===== src/core/gpio_pkg.sv =====
// Constants shared by the bidirectional port block and its per-port slices.
// What this block does
// - Direction bit 1 makes the pin an input; reads return the synchronised pin level.
// - Direction bit 0 drives the pin push-pull from its output latch.
// - Reading an output pin returns the latch contents, not the pad level.
// - Inputs pass a two-flop synchroniser; a port read captures the pin level sampled two clocks earlier.
// - Output data is latched and holds until software rewrites it.
// - Pull-high bit 1 connects weak pull-up on an input pin; 0 disconnects.
// - Port A pin seven has no pull-up; that pull-high bit is unimplemented.
// - Unimplemented direction, pull-high and wake bits read back as zero.
// - While halted, a falling edge on a wake-enabled Port A pin wakes the core.
// - Each Port A pin has its own wake enable; several may be enabled.
// - Direction bits may be rewritten anytime; the pin role follows at once.
// - Divider output reaches its pin only while that pin is an output.
// - PWM output drives its pin only while that pin is an output.
// - Reset sets all implemented data latch and direction bits high.
package gpio_pkg;

    localparam int NUM_PORTS = 6;
    localparam int PORT_W = 8;

    typedef logic [PORT_W-1:0] port_word_t;

    // Ports in order A, B, C, D, E, F.
    localparam port_word_t IMPL_MASK [NUM_PORTS] = '{8'hFF, 8'hFF, 8'h7C, 8'hFF, 8'hFF, 8'h03};
    localparam port_word_t PU_MASK [NUM_PORTS] = '{8'h7F, 8'hFF, 8'h7C, 8'hFF, 8'hFF, 8'h03};
    localparam port_word_t DIR_RESET [NUM_PORTS] = '{8'hFF, 8'hFF, 8'h7C, 8'hFF, 8'hFF, 8'h03};
    localparam port_word_t DATA_RESET = 8'hFF;
    localparam port_word_t PU_RESET = 8'h00;
    localparam port_word_t WAKE_RESET = 8'h00;

    // Data memory addresses of the port registers.
    localparam port_word_t DATA_ADDR [NUM_PORTS] = '{8'h12, 8'h14, 8'h16, 8'h18, 8'h1A, 8'h1C};
    localparam port_word_t DIR_ADDR [NUM_PORTS] = '{8'h13, 8'h15, 8'h17, 8'h19, 8'h1B, 8'h1D};
    localparam port_word_t PU_ADDR [NUM_PORTS] = '{8'h20, 8'h21, 8'h22, 8'h23, 8'h24, 8'h25};
    localparam port_word_t WAKE_ADDR = 8'h26;

    // Shared pin positions as port index and bit.
    localparam int PORT_A = 0;
    localparam int PORT_B = 1;
    localparam int FREQ_DIV_BIT = 1;
    localparam int TIMER0_BIT = 2;
    localparam int IRQ_BIT = 3;
    localparam int TIMER1_BIT = 4;
    localparam int PWM0_BIT = 6;
    localparam int PWM1_BIT = 7;

endpackage : gpio_pkg


===== src/core/port_slice_if.sv =====
// Carrier between the port block and one port slice.
`timescale 1ns/1ps
`default_nettype none
interface port_slice_if;
    logic [7:0] wdata;
    logic we_data;
    logic we_dir;
    logic we_pu;
    logic [7:0] alt_en;
    logic [7:0] alt_val;
    logic [7:0] view;
    logic [7:0] dir;
    logic [7:0] pu;
    logic [7:0] level;

    modport owner (
        output wdata, we_data, we_dir, we_pu, alt_en, alt_val,
        input view, dir, pu, level
    );
    modport slice (
        input wdata, we_data, we_dir, we_pu, alt_en, alt_val,
        output view, dir, pu, level
    );
endinterface : port_slice_if
`default_nettype wire


===== src/core/port_slice.sv =====
// One 8-bit port: data latch, direction, pull-high and pad drive.
`timescale 1ns/1ps
`default_nettype none
module port_slice #(
    parameter logic [7:0] IMPL_MASK = 8'hFF,
    parameter logic [7:0] PU_MASK = 8'hFF,
    parameter logic [7:0] DIR_RESET = 8'hFF
) (
    input wire logic clk,
    input wire logic rst,
    port_slice_if.slice bus,
    input wire logic [7:0] pad_in,
    output logic [7:0] pad_out,
    output logic [7:0] pad_oe,
    output logic [7:0] pad_pullup
);

    logic [7:0] latch_q, latch_d;
    logic [7:0] dir_q, dir_d;
    logic [7:0] pu_q, pu_d;
    logic [7:0] sync1_q, sync1_d;
    logic [7:0] sync2_q, sync2_d;
    logic [7:0] out_q, out_d;
    logic [7:0] oe_q, oe_d;
    logic [7:0] pull_q, pull_d;

    always_comb begin
        latch_d = bus.we_data ? (bus.wdata & IMPL_MASK) : latch_q;
        dir_d = bus.we_dir ? (bus.wdata & IMPL_MASK) : dir_q;
        pu_d = bus.we_pu ? (bus.wdata & PU_MASK) : pu_q;
        sync1_d = pad_in & IMPL_MASK;
        sync2_d = sync1_q;
        // Pad drive follows the next direction value so the role changes on the write edge.
        oe_d = ~dir_d & IMPL_MASK;
        // Shared outputs replace the latch only where the pin is an output.
        out_d = ((bus.alt_en & bus.alt_val) | (~bus.alt_en & latch_d)) & oe_d;
        pull_d = pu_d & dir_d;
    end

    always_ff @(posedge clk or posedge rst) begin
        if (rst) begin
            latch_q <= gpio_pkg::DATA_RESET & IMPL_MASK;
            dir_q <= DIR_RESET;
            pu_q <= gpio_pkg::PU_RESET;
            sync1_q <= 8'h00;
            sync2_q <= 8'h00;
            out_q <= 8'h00;
            oe_q <= 8'h00;
            pull_q <= 8'h00;
        end else begin
            latch_q <= latch_d;
            dir_q <= dir_d;
            pu_q <= pu_d;
            sync1_q <= sync1_d;
            sync2_q <= sync2_d;
            out_q <= out_d;
            oe_q <= oe_d;
            pull_q <= pull_d;
        end
    end

    // Input bits show the synchronised pin, output bits show the latch.
    assign bus.view = (dir_q & sync2_q) | (~dir_q & latch_q);
    assign bus.dir = dir_q;
    assign bus.pu = pu_q;
    assign bus.level = sync2_q;
    assign pad_out = out_q;
    assign pad_oe = oe_q;
    assign pad_pullup = pull_q;

endmodule : port_slice
`default_nettype wire


===== src/core/gpio_port_block.sv =====
// Six bidirectional ports with data memory access, shared pins and Port A wake-up.
`timescale 1ns/1ps
`default_nettype none
module gpio_port_block (
    input wire logic clk,
    input wire logic rst,
    input wire logic [7:0] mem_addr,
    input wire logic [7:0] mem_wdata,
    input wire logic mem_wr,
    input wire logic mem_rd,
    output logic [7:0] mem_rdata,
    input wire logic halted,
    output logic wake,
    input wire logic [gpio_pkg::NUM_PORTS-1:0][7:0] pin_in,
    output logic [gpio_pkg::NUM_PORTS-1:0][7:0] pin_out,
    output logic [gpio_pkg::NUM_PORTS-1:0][7:0] pin_oe,
    output logic [gpio_pkg::NUM_PORTS-1:0][7:0] pin_pullup,
    input wire logic freq_divider_enable,
    input wire logic freq_divider_output,
    input wire logic pwm0_enable,
    input wire logic pwm0_value,
    input wire logic pwm1_enable,
    input wire logic pwm1_value,
    output logic ext_irq_level,
    output logic timer0_event_input,
    output logic timer1_event_input
);

    port_slice_if bus [gpio_pkg::NUM_PORTS] ();

    logic [gpio_pkg::NUM_PORTS-1:0][7:0] view_c;
    logic [gpio_pkg::NUM_PORTS-1:0][7:0] dir_c;
    logic [gpio_pkg::NUM_PORTS-1:0][7:0] pu_c;
    logic [gpio_pkg::NUM_PORTS-1:0][7:0] alt_en_c;
    logic [gpio_pkg::NUM_PORTS-1:0][7:0] alt_val_c;
    logic [gpio_pkg::NUM_PORTS-1:0] we_data_c;
    logic [gpio_pkg::NUM_PORTS-1:0] we_dir_c;
    logic [gpio_pkg::NUM_PORTS-1:0] we_pu_c;
    logic [7:0] pa_level;

    logic [7:0] wake_en_q, wake_en_d;
    logic [7:0] pa_prev_q, pa_prev_d;
    logic wake_q, wake_d;
    logic [7:0] rdata_q, rdata_d;
    logic [7:0] read_mux;

    // Address decode; each register has its own strobe.
    always_comb begin
        for (int p = 0; p < gpio_pkg::NUM_PORTS; p++) begin
            we_data_c[p] = mem_wr && (mem_addr == gpio_pkg::DATA_ADDR[p]);
            we_dir_c[p] = mem_wr && (mem_addr == gpio_pkg::DIR_ADDR[p]);
            we_pu_c[p] = mem_wr && (mem_addr == gpio_pkg::PU_ADDR[p]);
        end
    end

    // Shared output functions; the slice gates them with the direction bit.
    always_comb begin
        alt_en_c = '0;
        alt_val_c = '0;
        alt_en_c[gpio_pkg::PORT_A][gpio_pkg::FREQ_DIV_BIT] = freq_divider_enable;
        alt_val_c[gpio_pkg::PORT_A][gpio_pkg::FREQ_DIV_BIT] = freq_divider_output;
        alt_en_c[gpio_pkg::PORT_B][gpio_pkg::PWM0_BIT] = pwm0_enable;
        alt_val_c[gpio_pkg::PORT_B][gpio_pkg::PWM0_BIT] = pwm0_value;
        alt_en_c[gpio_pkg::PORT_B][gpio_pkg::PWM1_BIT] = pwm1_enable;
        alt_val_c[gpio_pkg::PORT_B][gpio_pkg::PWM1_BIT] = pwm1_value;
    end

    genvar g;
    generate
        for (g = 0; g < gpio_pkg::NUM_PORTS; g++) begin : g_port
            assign bus[g].wdata = mem_wdata;
            assign bus[g].we_data = we_data_c[g];
            assign bus[g].we_dir = we_dir_c[g];
            assign bus[g].we_pu = we_pu_c[g];
            assign bus[g].alt_en = alt_en_c[g];
            assign bus[g].alt_val = alt_val_c[g];
            assign view_c[g] = bus[g].view;
            assign dir_c[g] = bus[g].dir;
            assign pu_c[g] = bus[g].pu;

            port_slice #(
                .IMPL_MASK(gpio_pkg::IMPL_MASK[g]),
                .PU_MASK(gpio_pkg::PU_MASK[g]),
                .DIR_RESET(gpio_pkg::DIR_RESET[g])
            ) u_slice (
                .clk(clk),
                .rst(rst),
                .bus(bus[g]),
                .pad_in(pin_in[g]),
                .pad_out(pin_out[g]),
                .pad_oe(pin_oe[g]),
                .pad_pullup(pin_pullup[g])
            );
        end
    endgenerate

    assign pa_level = bus[gpio_pkg::PORT_A].level;

    // The read mux is registered on the read strobe; input bits carry the pin level sampled two clocks earlier.
    always_comb begin
        read_mux = 8'h00;
        for (int p = 0; p < gpio_pkg::NUM_PORTS; p++) begin
            if (mem_addr == gpio_pkg::DATA_ADDR[p]) begin
                read_mux = view_c[p];
            end
            if (mem_addr == gpio_pkg::DIR_ADDR[p]) begin
                read_mux = dir_c[p];
            end
            if (mem_addr == gpio_pkg::PU_ADDR[p]) begin
                read_mux = pu_c[p];
            end
        end
        if (mem_addr == gpio_pkg::WAKE_ADDR) begin
            read_mux = wake_en_q;
        end
    end

    // Wake-up works only while this logic still sees clock edges; a sleep mode that stops
    // the clock needs the falling edge detected by an always-on clock source instead.
    always_comb begin
        wake_en_d = (mem_wr && mem_addr == gpio_pkg::WAKE_ADDR) ? mem_wdata : wake_en_q;
        pa_prev_d = pa_level;
        wake_d = halted && ((wake_en_q & pa_prev_q & ~pa_level) != 8'h00);
        rdata_d = mem_rd ? read_mux : rdata_q;
    end

    always_ff @(posedge clk or posedge rst) begin
        if (rst) begin
            wake_en_q <= gpio_pkg::WAKE_RESET;
            pa_prev_q <= 8'h00;
            wake_q <= 1'b0;
            rdata_q <= 8'h00;
        end else begin
            wake_en_q <= wake_en_d;
            pa_prev_q <= pa_prev_d;
            wake_q <= wake_d;
            rdata_q <= rdata_d;
        end
    end

    assign mem_rdata = rdata_q;
    assign wake = wake_q;
    // Pin levels reach the interrupt and timers whatever the direction; software sets inputs.
    assign ext_irq_level = pa_level[gpio_pkg::IRQ_BIT];
    assign timer0_event_input = pa_level[gpio_pkg::TIMER0_BIT];
    assign timer1_event_input = pa_level[gpio_pkg::TIMER1_BIT];

endmodule : gpio_port_block
`default_nettype wire


===== config.mk =====
export PLATFORM = sky130hd
export DESIGN_NAME = gpio_port_block
export DESIGN_NICKNAME = d
export VERILOG_FILES = /design/src/core/gpio_pkg.sv /design/src/core/port_slice_if.sv /design/src/core/port_slice.sv /design/src/core/gpio_port_block.sv
export SDC_FILE = /design/constraint.sdc
export NUM_CORES = 1
export LEC_CHECK = 0
export ABC_AREA = 1
export BUFFER_PORTS_ARGS = -buffer_cell sky130_fd_sc_hd__buf_4
export CAP_MARGIN = 20
export CORE_UTILIZATION = 50
export CTS_CLUSTER_SIZE = 30
export DETAILED_ROUTE_END_ITERATION = 7
export PLACE_DENSITY = 0.71
export RECOVER_POWER = 50
export REMOVE_ABC_BUFFERS = 1
export SKIP_LAST_GASP = 1
export SYNTH_ARGS = -nofsm -noshare
export SYNTH_HDL_FRONTEND = slang
export SYNTH_HIERARCHICAL = 1
export SYNTH_SLANG_ARGS = --single-unit

===== constraint.sdc =====
create_clock -name clk -period 2.2 [get_ports clk]
set_input_delay 0.66 -clock clk [delete_from_list [all_inputs] [get_ports clk]]
set_output_delay 0.66 -clock clk [all_outputs]
set_load 0.03 [all_outputs]

==> metrics.md <==
| Metric | Value |
|---|---|
| Die X | `178 µm` |
| Die height | `178 µm` |
| Peak VDD IR | `0.572 mV` |
| Congestion Overflow GR | `0` |
| Max-Cap Viols | `2` |
| H-Tree Depth | `2` |
| Finished Cell Area | `20000 µm²` |
| CTS tree | `yes` |
| Static leakage | `10.2 nW` |
| DRC | `0` |
| Slew HR | `-1.18%` |
| Layout cells sized above 1 | `30.1%` |
| Post-layout power | `0.0162 W` |
| Antenna violations before repair | `2` |
| Post-synthesis cell count | `1699` |
| Period utilization | `99.2%` |
| DP HPWL | `27.8 mm` |
| Final Hold Fails | `0` |
| Core ar. | `30000 µm²` |
| WS Path Type | `flip-flop to flip-flop` |
| Failing checks | `capacitance limit, slew limit` |
| Clock Tree Buf Depth | `3` |
| Slew Limit Fails | `130` |
| Power Density | `808 nW/µm²` |
| WL per Instance | `15.2 µm` |
| Routability cong. | `0.890` |
| Status | `complete, but fails checks` |
| Final #Nets | `2225` |
| Number of DRC markers in iteration 0 | `778` |
| Vias in the first global route | `12100` |
| Placement Cell Area | `18500 µm²` |
| First-pass GRT wire length | `61.8 mm` |
| Core Util, Final | `66.7%` |
| Worst Setup Start Kind | `flip-flop` |
| Worst Skew | `0.0198 ns` |
| 1st-pass router iterations | `5` |
| Total GRT Usage | `25.6%` |
| Hold-fix buffers, CTS | `0` |
| Num ports | `231` |
| Sinks on Clock Net | `373` |
| Full die area | `31500 µm²` |
| Post-Route WL | `39.0 mm` |
| Clock root buffer | `clkbuf_16` |
| Total CTS buffers | `39` |
| Syn Std Cell Area | `15400 µm²` |
| Fin cells | `2572` |
| Later-pin clock latency in the skew report | `0.53 ns` |
| Crit path max fanout | `3` |
| Syn avg cell area | `9.07 µm²` |
| PortBufs | `203` |
| WP data arrival | `2.60 ns` |
| FMAX | `458 MHz` |
| Via Count | `12100` |
| Worst Tran Pin Value | `1.52 ns` |
| Area growth from synthesis to layout | `29.7%` |
| Data required, critical path | `2.61 ns` |
| Vias/cell | `4.72` |
| Tmin final | `2.18 ns` |
| Initial Utilization | `51.4%` |
| Reg clk slew, reported paths | `0.06 ns` |
| Row cnt | `63` |
| Synth warn | `6` |
| Final setup fails | `0` |
| RSZ-0062 raised after global routing | `yes` |
| Post-Place Cells | `2496` |
| Setup crit end kind | `flip-flop` |
| Min-delay worst type | `primary input to async pin` |
| Routed Antenna Nets | `0` |
| Largest net degree at the start of global routing | `65` |
==> worst paths after layout <==
check,startpoint,to,slack [ns],cells after the start
setup / recovery,g_port[0].u_slice/bus.dir[6]$_DFF_PP1_,mem_rdata[6]$_DFFE_PP0P_,0.02,14
hold / removal,rst,g_port[5].u_slice/pad_pullup[0]$_DFF_PP0_,0.22,2
setup reg to reg,g_port[0].u_slice/bus.dir[6]$_DFF_PP1_,mem_rdata[6]$_DFFE_PP0P_,0.02,14
hold reg to reg,g_port[1].u_slice/sync1_q[4]$_DFF_PP0_,g_port[1].u_slice/bus.level[4]$_DFF_PP0_,0.34,0
max in group asynchronous,rst,g_port[3].u_slice/pad_out[3]$_DFF_PP0_,0.42,3
min in group clk,pin_in[36],g_port[4].u_slice/sync1_q[4]$_DFF_PP0_,0.26,1
==> flip-flops by register name, indices dropped and copies added (netlist names) <==
name                       count
g_port.u_slice/bus.dir        48
mem_rdata                      8
g_port.u_slice/pad_pullup     48
pa_prev_q                      8
wake                           1
g_port.u_slice/pad_oe         39
g_port.u_slice/bus.level      39
wake_en_q                      8
g_port.u_slice/latch_q        48
g_port.u_slice/bus.pu         48
g_port.u_slice/pad_out        39
g_port.u_slice/sync1_q        39
==> what timing repair did <==
item / 4_1_cts / 5_1_grt
hold endpoints to repair: 0 / 0
resized for setup: 0 / 20
setup buffers: 0 / 2
endpoints found under the setup margin: 0 / 30
==> stage by stage <==
step | setup TNS, ns | hold slack [ns] | setup WS [ns]
6_report | 0 | 0.218 | 0.0167
5_1_grt | -0.134 | 0.224 | -0.105
4_1_cts | 0 | 0.0630 | 0.000289
3_5_place_dp | -42.75 | 0.335 | -0.498
3_3_place_gp | -34.66 | 0.332 | -0.449
2_1_floorplan | -81.77 | 0.331 | -0.676
==> cells in the final DEF, fill, tap and decap left out, drive strengths merged, types with 13 or more instances in the layout <==
| master | instances |
|---|---|
| clkbuf | 102 |
| nand3 | 68 |
| nor2 | 215 |
| clkinv | 13 |
| dfstp | 78 |
| o21ai | 84 |
| conb | 126 |
| inv | 304 |
| dfrtp | 295 |
| nand2 | 528 |
| buf | 275 |
| nor3 | 20 |
| nand4 | 26 |
==> critical path, stage by stage, from the launching register on <==
cell and delay [ns]:
dfstp_2 0.54, o21ai_1 0.11, nand3_1 0.11, nand3_2 0.11
nor2_1 0.12, nand4_1 0.13, nor2_1 0.14, nand4_1 0.09
nor2_1 0.12, buf_4 0.16, nand4_1 0.11, nor2_1 0.14
nand3b_1 0.09, nand2_1 0.06, nand2_1 0.04
==> per-layer routing <==
layer | track usage (%) | vias to the layer above | share of wire, %
li1 | - | 5877 | -
met1 | 34.5 | 5757 | 42
met2 | 41.2 | 411 | 48
met3 | 4.71 | 99 | 7.0
met4 | 9.62 | 2 | 3.2
met5 | 0 | - | 0.023
==> power breakdown <==
group | leakage [nW] | internal, W | switching (W) | total, W
clock network | 0.722 | 0.00464 | 0.00273 | 0.00736
registers | 4.37 | 0.00725 | 0.000194 | 0.00744
logic | 5.11 | 0.000445 | 0.000904 | 0.00135
==> final cells by class <==
cell class                      count  area, µm²
Sequential cell                   373       9430
Antenna cell                        1       2.50
Clock inverter                     20        337
Inverter                          308       1210
Clock buffer                       52       1150
Fill cell                        2428       9960
Tap cell                          390        488
Multi-Input combinational cell   1103       4980
Timing Repair Buffer              325       2400
No activity file was read; power rests on OpenSTA's default activity.
